## src/core/smd_defines.svh

```systemverilog
/*
  Constants for the sector-map entry and the factory delivery image.
  Assumes inclusion by bare name from the package and the design module.
*/
`ifndef SMD_DEFINES_SVH
`define SMD_DEFINES_SVH

// Parameter-space byte addresses of the final map entry
`define SMD_HDR_ADDR      8'ha8
`define SMD_REGION_ADDR   8'hac
`define SMD_DWORD_BYTES   4
// Header fields
`define SMD_HDR_RSVD      6'h3f
`define SMD_HDR_DESC      1'b1
`define SMD_HDR_END       1'b1
`define SMD_CFG_ID        8'h05
`define SMD_REGION_CNT    8'h00
`define SMD_RSVD_BYTE     8'hff
// Region fields
`define SMD_SIZE_128      24'h00ffff
`define SMD_SIZE_256      24'h01ffff
`define SMD_ERASE_RSVD    4'hf
`define SMD_ERASE_TYPES   4'h4
// Factory image
`define SMD_ERASED        8'hff
`define SMD_OTP_RANDOM    10'h010
`define SMD_STATUS1_INIT  8'h00
`define SMD_CFG1_INIT     8'h00
`define SMD_CFG2_INIT     8'h08
`define SMD_CFG3_INIT     8'h00
`define SMD_CFG4_INIT     8'h10
`define SMD_PASSWORD_INIT 40'hff_ffff_ffff
`define SMD_GUARD_INIT    16'hffff
`define SMD_LOCK_BITS     128
// Register-space byte indexes
`define SMD_REG_STATUS1   5'h00
`define SMD_REG_CFG1      5'h01
`define SMD_REG_CFG2      5'h02
`define SMD_REG_CFG3      5'h03
`define SMD_REG_CFG4      5'h04
`define SMD_REG_PASSWORD  5'h05
`define SMD_REG_GUARD     5'h0a
`define SMD_REG_LAST      5'h0b

`endif

```

## src/core/smd_pkg.sv

```systemverilog
/*
  Types for the sector-map and factory-default block.
  Assumes smd_defines.svh is on the include path.
*/
`include "smd_defines.svh"

package smd_pkg;

  typedef enum logic [1:0] {
    SPACE_PARAM,
    SPACE_ARRAY,
    SPACE_OTP,
    SPACE_REGS
  } smd_space_e;

  typedef struct packed {
    logic       valid;
    smd_space_e space;
    logic [24:0] addr;
  } smd_req_s;

  typedef struct packed {
    logic [7:0]  status1;
    logic [7:0]  cfg1;
    logic [7:0]  cfg2;
    logic [7:0]  cfg3;
    logic [7:0]  cfg4;
    logic [39:0] password;
    logic [15:0] guard;
    logic [`SMD_LOCK_BITS-1:0] lockBits;
  } smd_nv_s;

  typedef struct packed {
    logic       rdValid;
    logic       rdHit;
    logic [7:0] rdData;
    smd_nv_s    nv;
  } smd_state_s;

endpackage

```

## src/core/smd_factory_rom.sv

```systemverilog
/*
  Read-only view of the final sector-map entry and of the factory delivery
  state of array, one-time-program area and non-volatile registers.
  Four spaces share one byte request port: parameter space, main array,
  one-time-program area and register image. Every answer is one byte.
  The image is loaded by reset and never written, so every read is pure
  decoding; the only state is the answer register and the held image.
  Assumes a command decoder outside presents one byte request per cycle,
  synchronous to clock, and takes the byte one cycle later.
  Assumes the density strap is stable while a request is taken.
  Assumes reset is asserted once before the first request.
*/
// How it works
// - Header byte 2 (bits 23:16) is region count 00h: one region.
// - Header byte 1 (bits 15:8) is configuration id 05h: uniform 256-kbyte sectors.
// - Header byte 0 has bits 7:2 set, bit 1 map descriptor set and bit 0 end marker set.
// - Region bits 31:8 hold size in 256-byte units minus one: 00FFFFh or 01FFFFh by density.
// - Region bits 7:4 are ones, bit 2 set for 256-kbyte erase, bits 3, 1 and 0 clear.
// - Every main array byte reads FFh.
// - The first 16 one-time-program bytes hold a random value and the rest read FFh.
// - The non-volatile first status register powers up as 00h.
// - Non-volatile configuration registers one to four hold 00h, 08h, 00h and 10h.
// - The password register holds all ones.
// - All per-sector lock bits are 1 and the guard word reads FFFFh.
`timescale 1ns/1ps
`include "smd_defines.svh"

module smd_factory_rom #(
  parameter logic [127:0] OTP_RANDOM = 128'h5a3c_96e1_0f78_2bd4_c167_e93a_4d05_b8f2 // Arbitrary value
) (
  input  wire logic                       clock,
  input  wire logic                       reset,
  input  wire logic                       density256,
  input  wire smd_pkg::smd_req_s          rdReq,
  output      logic                       rdValid,
  output      logic                       rdHit,
  output      logic [7:0]                 rdData,
  output      smd_pkg::smd_nv_s           nvImage
);

  smd_pkg::smd_state_s s_r;
  smd_pkg::smd_state_s s_nxt;

  // Header dword of the final map entry, as a 32-bit word
  // Low byte is all ones: reserved bits, descriptor flag and end marker
  function automatic logic [31:0] headerWord();
    headerWord = {`SMD_RSVD_BYTE, `SMD_REGION_CNT, `SMD_CFG_ID,
                  `SMD_HDR_RSVD, `SMD_HDR_DESC, `SMD_HDR_END};
  endfunction

  // Region dword; size depends on the density strap
  // Size counts 256-byte units minus one; only the top byte moves with density
  function automatic logic [31:0] regionWord(input logic big);
    regionWord = {(big ? `SMD_SIZE_256 : `SMD_SIZE_128),
                  `SMD_ERASE_RSVD, `SMD_ERASE_TYPES};
  endfunction

  // Final map entry occupies two dword slots of the parameter space
  function automatic logic isHeader(input logic [24:0] addr);
    isHeader = (addr[24:2] == 23'(`SMD_HDR_ADDR >> 2));
  endfunction

  function automatic logic isRegion(input logic [24:0] addr);
    isRegion = (addr[24:2] == 23'(`SMD_REGION_ADDR >> 2));
  endfunction

  // Byte of the parameter space; unmapped bytes read erased and miss
  // Lane picks the byte inside the dword, lowest lane first on the wire
  function automatic logic [8:0] paramByte(input logic [24:0] addr, input logic big);
    logic [31:0] word;
    logic [1:0]  lane;
    word = 32'h0;
    lane = addr[1:0];
    if (isHeader(addr)) begin
      word = headerWord();
    end else if (isRegion(addr)) begin
      word = regionWord(big);
    end
    if (isHeader(addr) || isRegion(addr)) begin
      paramByte = {1'b1, word[8*lane +: 8]};
    end else begin
      paramByte = {1'b0, `SMD_ERASED};
    end
  endfunction

  // One-time-program area is 1024 bytes; anything above misses
  function automatic logic otpInside(input logic [24:0] addr);
    otpInside = (addr[24:10] == 15'h0);
  endfunction

  // One-time-program byte; the area wraps at 1024 bytes
  // Random head is a parameter; a real part holds a per-device value
  function automatic logic [7:0] otpByte(input logic [24:0] addr);
    if (addr[9:0] < `SMD_OTP_RANDOM) begin
      otpByte = OTP_RANDOM[8*addr[3:0] +: 8];
    end else begin
      otpByte = `SMD_ERASED;
    end
  endfunction

  // Register image byte; multi-byte registers low byte first
  // Index map: 0 status, 1 to 4 configuration, 5 to 9 password, 0Ah to 0Bh guard
  function automatic logic [8:0] regByte(input logic [24:0] addr, input smd_pkg::smd_nv_s nv);
    logic [4:0] idx;
    idx = addr[4:0];
    if (addr[24:5] != 20'h0 || idx > `SMD_REG_LAST) begin
      regByte = {1'b0, `SMD_ERASED};
    end else if (idx == `SMD_REG_STATUS1) begin
      regByte = {1'b1, nv.status1};
    end else if (idx == `SMD_REG_CFG1) begin
      regByte = {1'b1, nv.cfg1};
    end else if (idx == `SMD_REG_CFG2) begin
      regByte = {1'b1, nv.cfg2};
    end else if (idx == `SMD_REG_CFG3) begin
      regByte = {1'b1, nv.cfg3};
    end else if (idx == `SMD_REG_CFG4) begin
      regByte = {1'b1, nv.cfg4};
    // Password bytes, lowest byte at the lowest index
    end else if (idx < `SMD_REG_GUARD) begin
      regByte = {1'b1, nv.password[8*(idx - `SMD_REG_PASSWORD) +: 8]};
    end else begin
      // Guard word bytes, low byte first
      regByte = {1'b1, nv.guard[8*(idx - `SMD_REG_GUARD) +: 8]};
    end
  endfunction

  // Answer one cycle after the request; no writes exist, so the image holds
  // Hit and data refresh only on a taken request, so an idle port
  // keeps showing the last answer for a slow consumer
  always_comb begin
    logic [8:0] hitByte;
    hitByte = {1'b0, `SMD_ERASED};
    s_nxt = s_r;
    s_nxt.rdValid = rdReq.valid;
    // Space select is a full enum, so every code is decoded
    unique case (rdReq.space)
      smd_pkg::SPACE_PARAM: hitByte = paramByte(rdReq.addr, density256);
      smd_pkg::SPACE_ARRAY: hitByte = {1'b1, `SMD_ERASED};
      smd_pkg::SPACE_OTP:   hitByte = {otpInside(rdReq.addr), otpByte(rdReq.addr)};
      smd_pkg::SPACE_REGS:  hitByte = regByte(rdReq.addr, s_r.nv);
    endcase
    if (rdReq.valid) begin
      s_nxt.rdHit  = hitByte[8];
      s_nxt.rdData = hitByte[7:0];
    end
  end

  // Factory values are loaded by reset; a real part keeps them in cells
  // Image is never rewritten after this, which the image checks rely on
  always_ff @(posedge clock or posedge reset) begin
    if (reset) begin
      s_r             <= '0;
      s_r.rdData      <= `SMD_ERASED;
      s_r.nv.status1  <= `SMD_STATUS1_INIT;
      s_r.nv.cfg1     <= `SMD_CFG1_INIT;
      s_r.nv.cfg2     <= `SMD_CFG2_INIT;
      s_r.nv.cfg3     <= `SMD_CFG3_INIT;
      s_r.nv.cfg4     <= `SMD_CFG4_INIT;
      s_r.nv.password <= `SMD_PASSWORD_INIT;
      s_r.nv.guard    <= `SMD_GUARD_INIT;
      s_r.nv.lockBits <= '1;
    end else begin
      s_r <= s_nxt;
    end
  end

  // Outputs come straight from the state register
  assign rdValid = s_r.rdValid;
  assign rdHit   = s_r.rdHit;
  assign rdData  = s_r.rdData;
  assign nvImage = s_r.nv;

  // Checks on the parameter entry, main array, one-time-program tail and register image
  region_count_a: assert property (@(posedge clock) disable iff (reset)
    rdReq.valid && rdReq.space == smd_pkg::SPACE_PARAM && rdReq.addr == 25'(`SMD_HDR_ADDR + 2)
    |=> rdValid && rdHit && rdData == 8'h00) else $error("region count byte wrong");
  config_id_a: assert property (@(posedge clock) disable iff (reset)
    rdReq.valid && rdReq.space == smd_pkg::SPACE_PARAM && rdReq.addr == 25'(`SMD_HDR_ADDR + 1)
    |=> rdData == 8'h05) else $error("configuration id byte wrong");
  header_low_a: assert property (@(posedge clock) disable iff (reset)
    rdReq.valid && rdReq.space == smd_pkg::SPACE_PARAM && rdReq.addr == 25'(`SMD_HDR_ADDR)
    |=> rdData == 8'hff) else $error("header low byte wrong");
  region_size_a: assert property (@(posedge clock) disable iff (reset)
    rdReq.valid && rdReq.space == smd_pkg::SPACE_PARAM && rdReq.addr == 25'(`SMD_REGION_ADDR + 3)
    |=> rdData == ($past(density256) ? 8'h01 : 8'h00)) else $error("region size top byte wrong");
  erase_bits_a: assert property (@(posedge clock) disable iff (reset)
    rdReq.valid && rdReq.space == smd_pkg::SPACE_PARAM && rdReq.addr == 25'(`SMD_REGION_ADDR)
    |=> rdData == 8'hf4) else $error("erase support byte wrong");
  array_erased_a: assert property (@(posedge clock) disable iff (reset)
    rdReq.valid && rdReq.space == smd_pkg::SPACE_ARRAY |=> rdHit && rdData == 8'hff)
    else $error("array byte not erased");
  otp_tail_a: assert property (@(posedge clock) disable iff (reset)
    rdReq.valid && rdReq.space == smd_pkg::SPACE_OTP && rdReq.addr[9:4] != 6'h0
    |=> rdData == 8'hff) else $error("otp tail not erased");
  nv_image_a: assert property (@(posedge clock) disable iff (reset)
    nvImage.status1 == 8'h00 && nvImage.cfg1 == 8'h00 && nvImage.cfg2 == 8'h08
    && nvImage.cfg3 == 8'h00 && nvImage.cfg4 == 8'h10)
    else $error("register image wrong");
  guard_ones_a: assert property (@(posedge clock) disable iff (reset)
    &nvImage.password && nvImage.guard == 16'hffff && &nvImage.lockBits) else $error("protection image wrong");

  // Handshake: exactly one answer pulse per taken request and none otherwise
  // An idle port keeps its last answer, so a slow consumer may still read it
  // Without the hold, a consumer one cycle late would see a stale mix
  answer_pulse_a: assert property (@(posedge clock) disable iff (reset)
    rdReq.valid
    |=> rdValid)
    else $error("answer pulse missing");
  idle_quiet_a: assert property (@(posedge clock) disable iff (reset)
    !rdReq.valid
    |=> !rdValid)
    else $error("answer pulse without request");
  answer_holds_a: assert property (@(posedge clock) disable iff (reset)
    !rdReq.valid
    |=> $stable(rdData) && $stable(rdHit))
    else $error("answer changed while idle");

  // Rest of the map entry, byte by byte; the top header byte is reserved ones
  // Every byte of the entry must hit, or a host would see a hole in the table
  // Size bytes are checked per strap so a swapped strap shows at once
  header_top_a: assert property (@(posedge clock) disable iff (reset)
    rdReq.valid && rdReq.space == smd_pkg::SPACE_PARAM
    && rdReq.addr == 25'(`SMD_HDR_ADDR + 3)
    |=> rdHit && rdData == 8'hff)
    else $error("header top byte wrong");
  region_mid_a: assert property (@(posedge clock) disable iff (reset)
    rdReq.valid && rdReq.space == smd_pkg::SPACE_PARAM
    && (rdReq.addr == 25'(`SMD_REGION_ADDR + 1) || rdReq.addr == 25'(`SMD_REGION_ADDR + 2))
    |=> rdHit && rdData == 8'hff)
    else $error("region size middle bytes wrong");
  density_top_a: assert property (@(posedge clock) disable iff (reset)
    rdReq.valid && rdReq.space == smd_pkg::SPACE_PARAM && !density256
    && rdReq.addr == 25'(`SMD_REGION_ADDR + 3)
    |=> rdHit && rdData == 8'h00)
    else $error("small density size byte wrong");
  density_big_a: assert property (@(posedge clock) disable iff (reset)
    rdReq.valid && rdReq.space == smd_pkg::SPACE_PARAM && density256
    && rdReq.addr == 25'(`SMD_REGION_ADDR + 3)
    |=> rdHit && rdData == 8'h01)
    else $error("large density size byte wrong");
  param_hit_a: assert property (@(posedge clock) disable iff (reset)
    rdReq.valid && rdReq.space == smd_pkg::SPACE_PARAM
    && rdReq.addr >= 25'(`SMD_HDR_ADDR) && rdReq.addr <= 25'(`SMD_REGION_ADDR + 3)
    |=> rdHit)
    else $error("map entry byte missed");
  param_miss_a: assert property (@(posedge clock) disable iff (reset)
    rdReq.valid && rdReq.space == smd_pkg::SPACE_PARAM
    && (rdReq.addr < 25'(`SMD_HDR_ADDR) || rdReq.addr > 25'(`SMD_REGION_ADDR + 3))
    |=> !rdHit && rdData == 8'hff)
    else $error("unmapped parameter byte hit");

  // One-time-program area: head bytes are the stored random value, above 1024 misses
  // Mirrored data above the area is allowed; only the hit flag tells it apart
  // Head check indexes the parameter with the taken address, one cycle back
  otp_head_a: assert property (@(posedge clock) disable iff (reset)
    rdReq.valid && rdReq.space == smd_pkg::SPACE_OTP
    && rdReq.addr < 25'(`SMD_OTP_RANDOM)
    |=> rdHit && rdData == OTP_RANDOM[8*$past(rdReq.addr[3:0]) +: 8])
    else $error("otp head byte wrong");
  otp_hit_a: assert property (@(posedge clock) disable iff (reset)
    rdReq.valid && rdReq.space == smd_pkg::SPACE_OTP
    && rdReq.addr[24:10] == 15'h0
    |=> rdHit)
    else $error("otp byte missed");
  otp_miss_a: assert property (@(posedge clock) disable iff (reset)
    rdReq.valid && rdReq.space == smd_pkg::SPACE_OTP
    && rdReq.addr[24:10] != 15'h0
    |=> !rdHit)
    else $error("otp byte above area hit");

  // Register image as seen through the read port, low byte first
  // These watch the read path; the image itself is checked above
  // Indexes past the guard word must miss and read erased
  status_byte_a: assert property (@(posedge clock) disable iff (reset)
    rdReq.valid && rdReq.space == smd_pkg::SPACE_REGS
    && rdReq.addr == 25'(`SMD_REG_STATUS1)
    |=> rdHit && rdData == 8'h00)
    else $error("status byte wrong");
  cfg_zero_a: assert property (@(posedge clock) disable iff (reset)
    rdReq.valid && rdReq.space == smd_pkg::SPACE_REGS
    && (rdReq.addr == 25'(`SMD_REG_CFG1) || rdReq.addr == 25'(`SMD_REG_CFG3))
    |=> rdHit && rdData == 8'h00)
    else $error("configuration byte one or three wrong");
  cfg_two_a: assert property (@(posedge clock) disable iff (reset)
    rdReq.valid && rdReq.space == smd_pkg::SPACE_REGS
    && rdReq.addr == 25'(`SMD_REG_CFG2)
    |=> rdHit && rdData == 8'h08)
    else $error("configuration byte two wrong");
  cfg_four_a: assert property (@(posedge clock) disable iff (reset)
    rdReq.valid && rdReq.space == smd_pkg::SPACE_REGS
    && rdReq.addr == 25'(`SMD_REG_CFG4)
    |=> rdHit && rdData == 8'h10)
    else $error("configuration byte four wrong");
  password_bytes_a: assert property (@(posedge clock) disable iff (reset)
    rdReq.valid && rdReq.space == smd_pkg::SPACE_REGS
    && rdReq.addr >= 25'(`SMD_REG_PASSWORD) && rdReq.addr < 25'(`SMD_REG_GUARD)
    |=> rdHit && rdData == 8'hff)
    else $error("password byte wrong");
  guard_bytes_a: assert property (@(posedge clock) disable iff (reset)
    rdReq.valid && rdReq.space == smd_pkg::SPACE_REGS
    && rdReq.addr >= 25'(`SMD_REG_GUARD) && rdReq.addr <= 25'(`SMD_REG_LAST)
    |=> rdHit && rdData == 8'hff)
    else $error("guard byte wrong");
  regs_miss_a: assert property (@(posedge clock) disable iff (reset)
    rdReq.valid && rdReq.space == smd_pkg::SPACE_REGS
    && rdReq.addr > 25'(`SMD_REG_LAST)
    |=> !rdHit && rdData == 8'hff)
    else $error("register index past image hit");

  // Nothing writes the image, so any change after reset is a fault
  image_fixed_a: assert property (@(posedge clock) disable iff (reset)
    $stable(nvImage))
    else $error("factory image changed");

endmodule

```

## config.mk

```make
export PLATFORM = sky130hd
export DESIGN_NAME = smd_factory_rom
export DESIGN_NICKNAME = d
export VERILOG_FILES = /design/src/core/smd_pkg.sv /design/src/core/smd_factory_rom.sv
export VERILOG_INCLUDE_DIRS = /design/src /design/src/core
export SDC_FILE = /design/constraint.sdc
export NUM_CORES = 1
export LEC_CHECK = 0
export BUFFER_PORTS_ARGS = -buffer_cell sky130_fd_sc_hd__buf_2
export CAP_MARGIN = 20
export CORE_AREA = 2 2 102 104
export CTS_BUF_LIST = sky130_fd_sc_hd__clkbuf_16
export DETAILED_ROUTE_END_ITERATION = 12
export DIE_AREA = 0 0 104 106
export GPL_TIMING_DRIVEN = 0
export PLACE_DENSITY = 0.65
export SYNTH_ARGS = -nofsm -noshare
export SYNTH_HDL_FRONTEND = slang
export SYNTH_SLANG_ARGS = --single-unit
```

## constraint.sdc

```tcl
create_clock -name clock -period 1.1 [get_ports clock]
set_input_delay 0.22 -clock clock [delete_from_list [all_inputs] [get_ports clock]]
set_output_delay 0.22 -clock clock [all_outputs]
set_load 0.005 [all_outputs]
```

# Yosys cells after proc, flatten, opt, wreduce, memory -nomap -nowiden

Cells that the tools add are included.

Flip-flop bits (word level): 10
Input bits: 31
Output and inout port bits: 234
Word-level logic and storage cells: 41

Add/sub/neg operators: 2
Order comparisons: 3
Eq/ne operators: 9
Shift-type cells: 4
Multiplexer cells: 14
Reductions and logical operators: 6

Operators with widths:

| cell                                                           | number |
|---|---|
| variable part select 128 x 8 -> 8 bit (first input constant)   | 1 |
| 2-to-1 mux 32 bit                                              | 2 |
| 2-to-1 mux 8 bit                                               | 7 |
| equality test 23 x 6 -> 1 bit (second input constant)          | 2 |
| variable part select 40 x 33 -> 8 bit (first input constant)   | 1 |
| case mux 9 bit (4 select lines)                                | 1 |
| variable part select 16 x 33 -> 8 bit (first input constant)   | 1 |
| variable part select 32 x 6 -> 8 bit                           | 1 |
| 2-to-1 mux 25 bit                                              | 1 |
| nonzero test 20 bit                                            | 1 |
| 2-to-1 mux 9 bit                                               | 2 |
| 2-to-1 mux 17 bit                                              | 1 |
| zero test 15 bit                                               | 1 |
| equality test 5 x 2 -> 1 bit (second input constant)           | 2 |
| < comparator 10 x 5 -> 1 bit (second input constant)           | 1 |
| subtractor 5 x 3 -> 6 bit (second input constant)              | 1 |
| subtractor 5 x 4 -> 6 bit (second input constant)              | 1 |
| equality test 5 x 1 -> 1 bit (second input constant)           | 1 |
| equality test 5 x 3 -> 1 bit (second input constant)           | 1 |
| greater-than comparator 5 x 4 -> 1 bit (second input constant) | 1 |
| zero test 5 bit                                                | 1 |
| < comparator 5 x 4 -> 1 bit (second input constant)            | 1 |
| equality test 2 bit (second input constant)                    | 2 |
| equality test 2 x 1 -> 1 bit (second input constant)           | 1 |
| 2 further kinds                                                | 3 |

# Longest topological paths before layout

Gate-level depths: netlist of run 1.

Depth after elaboration: 10
Mapped depth: 9
Gate-level depth less buffers: 7

# Worst setup path before layout of run 1

No wires, ideal clock.

Path type: input to register
Start: input rdReq[1] (netlist name)
End: register, netlist name rdData[6]
Setup time: 0.061 ns
Data arrival time: 1.846 ns
Data required time: 1.039 ns
Setup slack: -0.807 ns
Cell stages on the path: 9
Path buffers: 2
Cell sequence: buf_2 inv_1 ha_1 clkbuf_1 or3_1 a21oi_1 inv_1 o211ai_1 o22a_1

Cells in the longest elaborated chain, start to end: 10
Elaborated cells between the ends (all ways): 25
Those cells by class: add/sub: 2; order compare: 3; eq/ne: 4; shift: 4; mux: 10; reduce/logical: 2

RTL lines:

| what                                                                                           | line                                           | text |
|---|---|---|
| start, declared                                                                                | smd_factory_rom.sv:34                          | `input wire smd_pkg::smd_req_s rdReq,` |
| subtractor 5 x 3 -> 6 bit (no source line) or subtractor 5 x 4 -> 6 bit (tied branches)        | --                                             |  |
| variable part select 40 x 33 -> 8 bit or variable part select 16 x 33 -> 8 bit (tied branches) | smd_factory_rom.sv:120, smd_factory_rom.sv:123 |  |
| 2-to-1 mux 8 bit                                                                               | smd_factory_rom.sv:119                         | `` end else if (idx < `SMD_REG_GUARD) begin `` |
| 2-to-1 mux 8 bit                                                                               | smd_factory_rom.sv:116                         | `` end else if (idx == `SMD_REG_CFG4) begin `` |
| 2-to-1 mux 8 bit                                                                               | smd_factory_rom.sv:114                         | `` end else if (idx == `SMD_REG_CFG3) begin `` |
| 2-to-1 mux 8 bit                                                                               | smd_factory_rom.sv:112                         | `` end else if (idx == `SMD_REG_CFG2) begin `` |
| 2-to-1 mux 8 bit                                                                               | smd_factory_rom.sv:110                         | `` end else if (idx == `SMD_REG_CFG1) begin `` |
| 2-to-1 mux 8 bit                                                                               | smd_factory_rom.sv:108                         | `` end else if (idx == `SMD_REG_STATUS1) begin `` |
| 2-to-1 mux 9 bit                                                                               | smd_factory_rom.sv:106                         | `` if (addr[24:5] != 20'h0 \|\| idx > `SMD_REG_LAST) begin `` |
| case mux 9 bit (4 select lines) *                                                              | smd_factory_rom.sv:136                         | `unique case (rdReq.space)` |

Every way passes the cells marked *; elsewhere a longest branch is shown, timed or not.
A chain may end at the register's enable or synchronous reset.

# Worst setup path in the final report of run 1

Start: input rdReq[1] (netlist name)
End: register, netlist name rdData[6]

Cells in the longest elaborated chain, start to end: 10
Elaborated cells between the ends (all ways): 25
Those cells by class: add/sub: 2; order compare: 3; eq/ne: 4; shift: 4; mux: 10; reduce/logical: 2

RTL lines:

| what                                                                                           | line |
|---|---|
| subtractor 5 x 3 -> 6 bit (no source line) or subtractor 5 x 4 -> 6 bit (tied branches)        | -- |
| variable part select 40 x 33 -> 8 bit or variable part select 16 x 33 -> 8 bit (tied branches) | smd_factory_rom.sv:120, smd_factory_rom.sv:123 |
| 2-to-1 mux 8 bit                                                                               | smd_factory_rom.sv:119 |
| 2-to-1 mux 8 bit                                                                               | smd_factory_rom.sv:116 |
| 2-to-1 mux 8 bit                                                                               | smd_factory_rom.sv:114 |
| 2-to-1 mux 8 bit                                                                               | smd_factory_rom.sv:112 |
| 2-to-1 mux 8 bit                                                                               | smd_factory_rom.sv:110 |
| 2-to-1 mux 8 bit                                                                               | smd_factory_rom.sv:108 |
| 2-to-1 mux 9 bit                                                                               | smd_factory_rom.sv:106 |
| case mux 9 bit (4 select lines) *                                                              | smd_factory_rom.sv:136 |

Marks and branches as above.

==> results.cfg, run 1 <==
[pwr]
p_switching_w = 0.0008168
p_clk_share_pct = 24.9
combPwrFrac_pct = 57.9
power.leakage_nw = 2.568
power.total_w = 0.002555
worst_ir_drop_vdd_v = 0.0004195
p_per_area_nw_per_um2 = 534.6
p_int_w = 0.001739
swShare_pct = 31.96
p_seq_share_pct = 17.2

[grt]
grt_max_degree = 11
grt_use_total_pct = 11.96
grt.overflow.total = 0
grt_pass1_vias = 2503
grt_pass1_wl_mm = 11.18
antenna_found_initial = 0

[setup_path]
worstPathArrival_ns = 1.70
path_class = in2reg
cpMaxStageDelayCell = o31a_1
critPathLaunchType = input port
slowest_delay_ns = 0.22
crit_end = rdData[6]
crit_fanout = 6
end_kind = flip-flop
reg2reg_slack_ns = 0.25
reg2reg_to = rdData[6]
cpMostUsedCell = buf_12
crit_required_ns = 1.25
startpoint = rdReq[1]
crit_cells = 10
path_cells = buf_12, buf_12, inv_8, ha_4, a21oi_2, a2bb2oi_2, o31a_1, o211ai_1, buf_4, o22a_1
crit_family = compound AO/OA/AOI/OAI gates
rr_worst_depth = 2
path_buf_inv = 4
r2r_start = rdData[6]

[logic_synthesis]
yosysSeqAreaShare_pct = 9.095
async_flop_share_pct = 100.0
synth_area_um2 = 2861
muxShareOfSynthArea_pct = 0.7433
synth-main-ff-cell = dfstp_2
synth_compound_area_share_pct = 11.50
synthCells = 376
synth_top_area_share_pct = 58.77
avgSynthCellArea_um2 = 7.610
synth_top_family_by_area = buffers and inverters
synthDistinctLibCells = 53
yosysWarningCount = 0
yosys.area.top_type = buf_4
synthAdderAreaFrac_pct = 3.061
synth-xor-area-share_pct = 1.836
synth-simple-area-share_pct = 12.07
ys_ff_latch = 10
synthTopCellsByArea = buf_4, dfstp_2, ha_1, a21oi_1, dfrtp_1
synth_edf_count = 0

[timing]
post-route-period-util_pct = 140.4
finalSetupViolCount = 9
period_needed_ns = 1.545
skew_ns = 0
slew_viol_final = 0
worst_pin_slew_ns = 0.5920
hold_violations = 0
slew_headroom_pct = 60.53
setup_ws_ns = -0.4446
rsz0062_at_grt = yes
fin_tns_setup_ns = -3.238
max_freq_mhz = 647.4

[finish]
nets = 706
n_fill_cell = 963
areaGrowthSynthToFinish_pct = 67.03
final_area_um2 = 4780
layout-drive-gt1-share_pct = 52.92
final_common_cell = buf_4
multiInputGateArea_um2 = 1967
final_cell_mix = buf_4, conb_1, buf_2
antenna_cells = 0
seq_area_um2 = 260.3

[floorplan]
dieArea_um2 = 11020
initial_core_util_pct = 28.62
core_um2 = 10000
num_io_pins = 265
die_y_um = 106
placementRows = 37
die_x_um = 104

[run_status]
violations = setup timing
outcome = finished with violations

[clock_network]
clockRootBuffer = clkbuf_16
tritoncts = built
cts_max_path_buffers = 2
numCtsBuffers = 3
clk_pin_slew_ns = 0.04
htree_num_levels = 1
clock_latency_ns = 0.23
clock-sinks = 10

[route]
drc = 0
firstDrtPassIters = 6
post_drt_wl_per_cell_um = 9.205
drt_iter0_markers = 96
ant_nets = 0
drt_wl_total_mm = 7.392
vias_per_cell = 3.346
vias = 2687

[place]
dp_worst_setup_slack_ns = -0.9852
dp_hpwl_mm = 6.008
gp_congestion = 0.8649
placed_cell_area_um2 = 4144
port_buffers = 39

[min_path]
hp-class = in2reg

[job]
drv_cap = 0
[synthesized netlist by cell type (2+ instances only)]
| library cell | count |
|---|---|
| nor2b_1 | 4 |
| o22a_1 | 3 |
| or3_1 | 5 |
| conb_1 | 2 |
| xnor2_1 | 5 |
| or3b_1 | 2 |
| dfrtp_1 | 2 |
| o41ai_1 | 2 |
| o21a_1 | 2 |
| ha_1 | 7 |
| o2bb2ai_1 | 2 |
| a211oi_1 | 2 |
| nand2b_1 | 2 |
| dfstp_2 | 8 |
| nand3_1 | 3 |
| buf_4 | 224 |
| nor2_1 | 10 |
| inv_1 | 9 |
| buf_2 | 4 |
| nand2_1 | 10 |
| clkbuf_1 | 4 |
| o21ai_0 | 7 |
| a31oi_1 | 3 |
| buf_1 | 2 |
| nand4_1 | 2 |
| a21oi_1 | 13 |
| nor4_1 | 3 |
| nor3_1 | 7 |
| and4_1 | 3 |
[layer usage]
metal / track usage (%) / wire (um) / vias to the layer above
met2: 24.58 / 4040 / 161
met5: 0 / 0 / -
li1: - / - / 1375
met3: 2.514 / 661 / 15
met4: 3.475 / 137 / 0
met1: 11.90 / 2553 / 1136
[power groups by stage]
stage               sequential (W)  combinational, W  clock (W)
detailed placement        0.000440           0.00120          0
global route              0.000444           0.00162   0.000666
floorplan                 0.000441           0.00102          0
global placement          0.000438           0.00120          0
finish                    0.000439           0.00148   0.000636
CTS                       0.000437           0.00136   0.000637
[flip-flops by register name, indices dropped and copies added (netlist names)]
register	flops
rdData	8
rdValid	1
rdHit	1
[area by class of cell]
type	count	share of cell area, %
sequential	10	5.445
inverter	9	0.9686
tap	136	3.560
buffer	233	36.78
multi-input combinational	345	41.15
timing repair buffer	66	10.45
clock buffer	3	1.571
clock inverter	1	0.07853
[metrics by stage]
step                utilization (%)  std cells  hold WS (ns)
CTS                           46.46        801        0.1369
finish                        47.80        803        0.1365
detailed placement            41.44        773        0.2178
global route                  47.80        803        0.1435
global placement              41.44        773        0.2033
floorplan                         -        598       0.05445
[worst reg2reg max path: stages (launching register included)]
cell and delay [ns]:
dfstp_2 0.54, buf_4 0.10, o22a_1 0.14
[how the worst min path moves through the flow]
stage | from | endpoint | slack (ns) | depth (start not counted)
floorplan | reset | rdHit | 0.05 | 1
global placement | reset | rdHit | 0.20 | 2
detailed placement | reset | rdValid | 0.22 | 2
CTS | rdReq[27] | rdValid | 0.14 | 1
global route | rdReq[27] | rdValid | 0.14 | 1
finish | rdReq[27] | rdValid | 0.14 | 1
[timing repair]
item                                   CTS  global route
hold buffers                             1             0
resized for setup                       52            19
pin swaps                               26            11
setup endpoints to repair               10            15
endpoints found under the hold margin    2             0
buffers inserted                        24             2
[logic make-up after synthesis]
| family | after synthesis |
|---|---|
| and+or+nand+nor | 59 |
| other | 2 |
| AOI/OAI and AO/OA | 47 |
| xor gates and xnor gates | 6 |
| adders and majority gates | 7 |
| buffers and inverters | 243 |
| DFF | 10 |
| muxes | 2 |
Note: power is estimated with default switching activity, not from simulation.
==> inputs of run 2 (changes only) <==
Settings changed: CELL_PAD_IN_SITES_DETAIL_PLACEMENT from default to 1, CELL_PAD_IN_SITES_GLOBAL_PLACEMENT from default to 1, CORE_AREA 2 2 102 104 to 2 2 108 110, DIE_AREA 0 0 104 106 to 0 0 110 112, PLACE_DENSITY 0.65 to 0.86.
==> results.cfg, run 2 (synthesis gave the netlist of run 1 again) <==
[run_status]
outcome = finished with violations
violations = setup timing

[place]
dp_worst_setup_slack_ns = -0.9946
placed_cell_area_um2 = 4153
gp_congestion = 0.7449
place_inst = 780
dp_hpwl_mm = 6.851
port_buffers = 39

[clock_network]
clk_pin_slew_ns = 0.04
clock-sinks = 10
cts_max_path_buffers = 2
htree_num_levels = 1
tritoncts = built
clockRootBuffer = clkbuf_16
numCtsBuffers = 3
clock_latency_ns = 0.23

[route]
drt_iter0_markers = 76
ant_nets = 0
vias_per_cell = 3.409
vias = 2765
drt_wl_total_mm = 8.536
drc = 0
post_drt_wl_per_cell_um = 10.53
firstDrtPassIters = 4

[timing]
slew_viol_final = 0
max_freq_mhz = 660.8
worst_pin_slew_ns = 0.5200
hold_slack_ns = 0.1420
rsz0062_at_grt = yes
finalSetupViolCount = 10
slew_headroom_pct = 65.33
hold_violations = 0
period_needed_ns = 1.513
post-route-period-util_pct = 137.6
skew_ns = 0
setup_ws_ns = -0.4134

[setup_path]
path_class = in2reg
reg2reg_slack_ns = 0.30
end_kind = flip-flop
slowest_delay_ns = 0.37
critPathLaunchType = input port
startpoint = rdReq[1]
cpMaxStageDelayCell = or3_4
reg2reg_to = rdData[1]
cpMostUsedCell = buf_12
r2r_start = rdData[1]
crit_required_ns = 1.26
crit_family = compound AO/OA/AOI/OAI gates
path_buf_inv = 3
path_cells = buf_12, buf_12, clkinv_8, ha_4, or3_4, o31a_1, a211o_1, a31oi_1
crit_fanout = 6
worstPathArrival_ns = 1.68
rr_worst_depth = 2

[grt]
antenna_found_initial = 0
grt_pass1_wl_mm = 12.57
grt_use_total_pct = 12.62
grt_max_degree = 11
grt.overflow.total = 0
grt_pass1_vias = 2649

[pwr]
worst_ir_drop_vdd_v = 0.0003997
p_per_area_nw_per_um2 = 544.8
power.leakage_nw = 2.557
power.total_w = 0.002559

[finish]
n_fill_cell = 1481
final_area_um2 = 4697
final_cells = 811
regMostFlops = rdData
final_common_cell = buf_4
areaGrowthSynthToFinish_pct = 64.15
nets = 707
final_cell_mix = buf_4, conb_1, buf_2
antenna_cells = 0
largest_reg_flops = 8
layout-drive-gt1-share_pct = 51.05

[min_path]
worstHoldPathCells = 1
hp-start = rdReq[27]
hp-class = in2reg
hold_end = rdValid

[floorplan]
placementRows = 39
num_io_pins = 265
die_y_um = 112
die_x_um = 110
dieArea_um2 = 12320
initial_core_util_pct = 25.61
core_um2 = 11170

[job]
drv_cap = 0
## run 2: cell count changes in the layout (fill, tap and decap cells not counted), moves of 2 or more
| cell | before | now |
|---|---|---|
| buf_4 | 247 | 249 |
| nor2_1 | 7 | 9 |
| o2bb2ai_1 | 0 | 2 |
| nand3_2 | 2 | 0 |
| clkbuf_2 | 0 | 2 |
| a21oi_2 | 4 | 2 |
| a21oi_1 | 8 | 10 |
| o2bb2ai_2 | 2 | 0 |
| nand3_1 | 1 | 3 |
| nor2_2 | 3 | 1 |
| buf_6 | 14 | 11 |
## run 2: worst register-to-register path, stage by stage, from the launching register on
cell and delay, ns:
dfstp_2 0.54, nor2_1 0.04, a31oi_1 0.15
## run 2: layout make-up
type | count | area (um2) | share of cell area (%)
clock buffers | 3 | 75.07 | 1.598
repair buffers | 67 | 500.5 | 10.66
inverters | 9 | 51.30 | 1.092
plain buffers | 233 | 1759 | 37.45
multi-input cells | 345 | 1868 | 39.77
clock inverters | 1 | 3.754 | 0.07991
well taps | 143 | 178.9 | 3.809
flip-flops and latches | 10 | 260.3 | 5.541
## run 2: power breakdown
group	internal, W	total [W]	switching (W)
clock	0.000476	0.000645	0.000169
sequential	0.000420	0.000443	0.0000229
combinational	0.000834	0.00147	0.000637
total	0.00173	0.00256	0.000828
## run 2: worst max path at each step
stage | end | slack, ns | cells past startpoint
after floorplan | rdData[0] | -0.51 | 9
after global placement | rdData[7] | -0.96 | 10
after detailed placement | rdData[6] | -0.99 | 10
after CTS | rdData[3] | -0.44 | 6
after global routing | rdData[6] | -0.50 | 10
final | rdData[3] | -0.41 | 8
## run 2: timing repair
action                                  CTS  global route
pin swaps                                18            12
endpoints found under the setup margin   13            17
hold endpoints to repair                  2             0
buffers inserted                         22             5
gates cloned                              0             0
hold buffers                              1             0
resized for setup                        39            15
## run 2: layer usage
| metal | up-vias | part of all wire, % | GRT usage (%) |
|---|---|---|---|
| li1 | 1376 | - | - |
| met1 | 1234 | 34 | 13.21 |
| met2 | 149 | 56 | 25.85 |
| met3 | 6 | 9.1 | 1.932 |
| met4 | 0 | 0.81 | 1.857 |
| met5 | - | 0 | 0 |
## run 2: stage by stage
| step | utilization (%) | TNS, ns |
|---|---|---|
| 2_1_floorplan | - | -3.732 |
| 3_3_place_gp | 37.16 | -7.376 |
| 3_5_place_dp | 37.16 | -7.655 |
| 4_1_cts | 40.95 | -3.389 |
| 5_1_grt | 42.03 | -4.189 |
| 6_report | 42.03 | -3.367 |
==> inputs of run 3 (changes only) <==
Settings changed: CTS_BUF_LIST sky130_fd_sc_hd__clkbuf_16 to default, SETUP_SLACK_MARGIN from default to 0.2, SLEW_MARGIN from default to 20.
==> results.cfg, run 3 (synthesis gave the netlist of run 1 again) <==
[timing]
setup_ws_ns = -0.5104
max_freq_mhz = 621.0
finalSetupViolCount = 12
skew_ns = 0
hold_violations = 0
worst_pin_slew_ns = 0.5375
slew_viol_final = 0
period_needed_ns = 1.610
fin_tns_setup_ns = -3.873
post-route-period-util_pct = 146.4
slew_headroom_pct = 64.16
rsz0062_at_grt = yes

[finish]
areaGrowthSynthToFinish_pct = 64.19
regMostFlops = rdData
layout-drive-gt1-share_pct = 50.98
final_area_um2 = 4698
nets = 704
final_common_cell = buf_4
largest_reg_flops = 8
final_cell_mix = buf_4, conb_1, buf_2
antenna_cells = 0

[route]
firstDrtPassIters = 4
drt_iter0_markers = 62
post_drt_wl_per_cell_um = 10.92
ant_nets = 0
drt_wl_total_mm = 8.824
vias = 2804
drc = 0
vias_per_cell = 3.470

[floorplan]
initial_core_util_pct = 25.61
die_y_um = 112
dieArea_um2 = 12320
placementRows = 39
die_x_um = 110
core_um2 = 11170
num_io_pins = 265

[setup_path]
path_class = in2reg
slowest_delay_ns = 0.39
path_cells = buf_2, or3b_1, a2bb2oi_2, o31a_1, a211o_1, a31oi_1
cpMaxStageDelayCell = or3b_1
worstPathArrival_ns = 1.78
crit_fanout = 6
critPathLaunchType = input port
reg2reg_slack_ns = 0.26
crit_required_ns = 1.27
end_kind = flip-flop

[run_status]
outcome = finished with violations
violations = setup timing

[grt]
grt_max_degree = 11
antenna_found_initial = 0
grt.overflow.total = 0
grt_use_total_pct = 12.58
grt_pass1_vias = 2671
grt_pass1_wl_mm = 12.51

[clock_network]
clock_latency_ns = 0.24
clockRootBuffer = clkbuf_16
cts_max_path_buffers = 2
tritoncts = built
numCtsBuffers = 3
htree_num_levels = 1
clk_pin_slew_ns = 0.04
clock-sinks = 10

[place]
placed_cell_area_um2 = 4153
dp_worst_setup_slack_ns = -0.9946
dp_hpwl_mm = 6.851
gp_congestion = 0.7449
port_buffers = 39

[min_path]
hp-class = in2reg

[pwr]
worst_ir_drop_vdd_v = 0.0004306
power.leakage_nw = 2.541
p_per_area_nw_per_um2 = 564.8

[job]
drv_cap = 0
==> run 3: metrics by stage <==
stage / utilization [%] / cells / hold WS [ns] / power (W)
5_1_grt: 42.04 / 808 / 0.1393 / 0.002825
2_1_floorplan: - / 598 / 0.05445 / 0.001459
4_1_cts: 40.88 / 805 / 0.1340 / 0.002515
3_3_place_gp: 37.16 / 780 / 0.2061 / 0.001631
6_report: 42.04 / 808 / 0.1391 / 0.002654
3_5_place_dp: 37.16 / 780 / 0.2252 / 0.001641
==> run 3: area by class of cell <==
cell class	instances	area [um2]
fillers	1484	6476
multi-input cells	345	1872
inverters	9	46.29
repair buffers	63	466.7
plain buffers	234	1785
well taps	143	178.9
flip-flops and latches	10	260.3
clock buffers	4	88.84
==> run 3: path summary, 6_finish.rpt <==
| path | cells after the start | endpoint | start |
|---|---|---|---|
| max in group asynchronous | 3 | rdData[7] | reset |
| max | 6 | rdData[3] | rdReq[3] |
| min in group asynchronous | 3 | rdValid | reset |
| max reg2reg | 2 | rdData[2] | rdData[2] |
| min | 1 | rdValid | rdReq[27] |
| min reg2reg | 2 | rdData[3] | rdData[3] |
==> run 3: what timing repair did <==
action | 4_1_cts | 5_1_grt
hold buffers | 1 | 0
resized for setup | 33 | 21
endpoints found under the hold margin | 2 | 0
pin swaps | 11 | 8
setup endpoints to repair | 19 | 19
cloned | 1 | 0
buffers inserted | 19 | 3
==> run 3: power breakdown <==
group	total [W]	switching [W]	leakage, nW	internal (W)
Combinational	0.00148	0.000647	2.39	0.000831
Clock	0.000735	0.000186	0.0442	0.000548
Sequential	0.000442	0.0000220	0.109	0.000420
==> run 3: worst max-delay path: cells and delay by family <==
kind / cells / cell delay (ns)
buf+inv: 1 / 0.16
simple gates: 1 / 0.39
compound gates: 4 / 1.01
==> run 3: per-layer routing <==
| layer | global-route usage [%] | vias to the layer above | routed length, um |
|---|---|---|---|
| met5 | 0 | - | 0 |
| met4 | 2.700 | 0 | 86 |
| met3 | 1.991 | 8 | 837 |
| met2 | 25.60 | 153 | 4920 |
| met1 | 12.92 | 1277 | 2979 |
| li1 | - | 1366 | - |
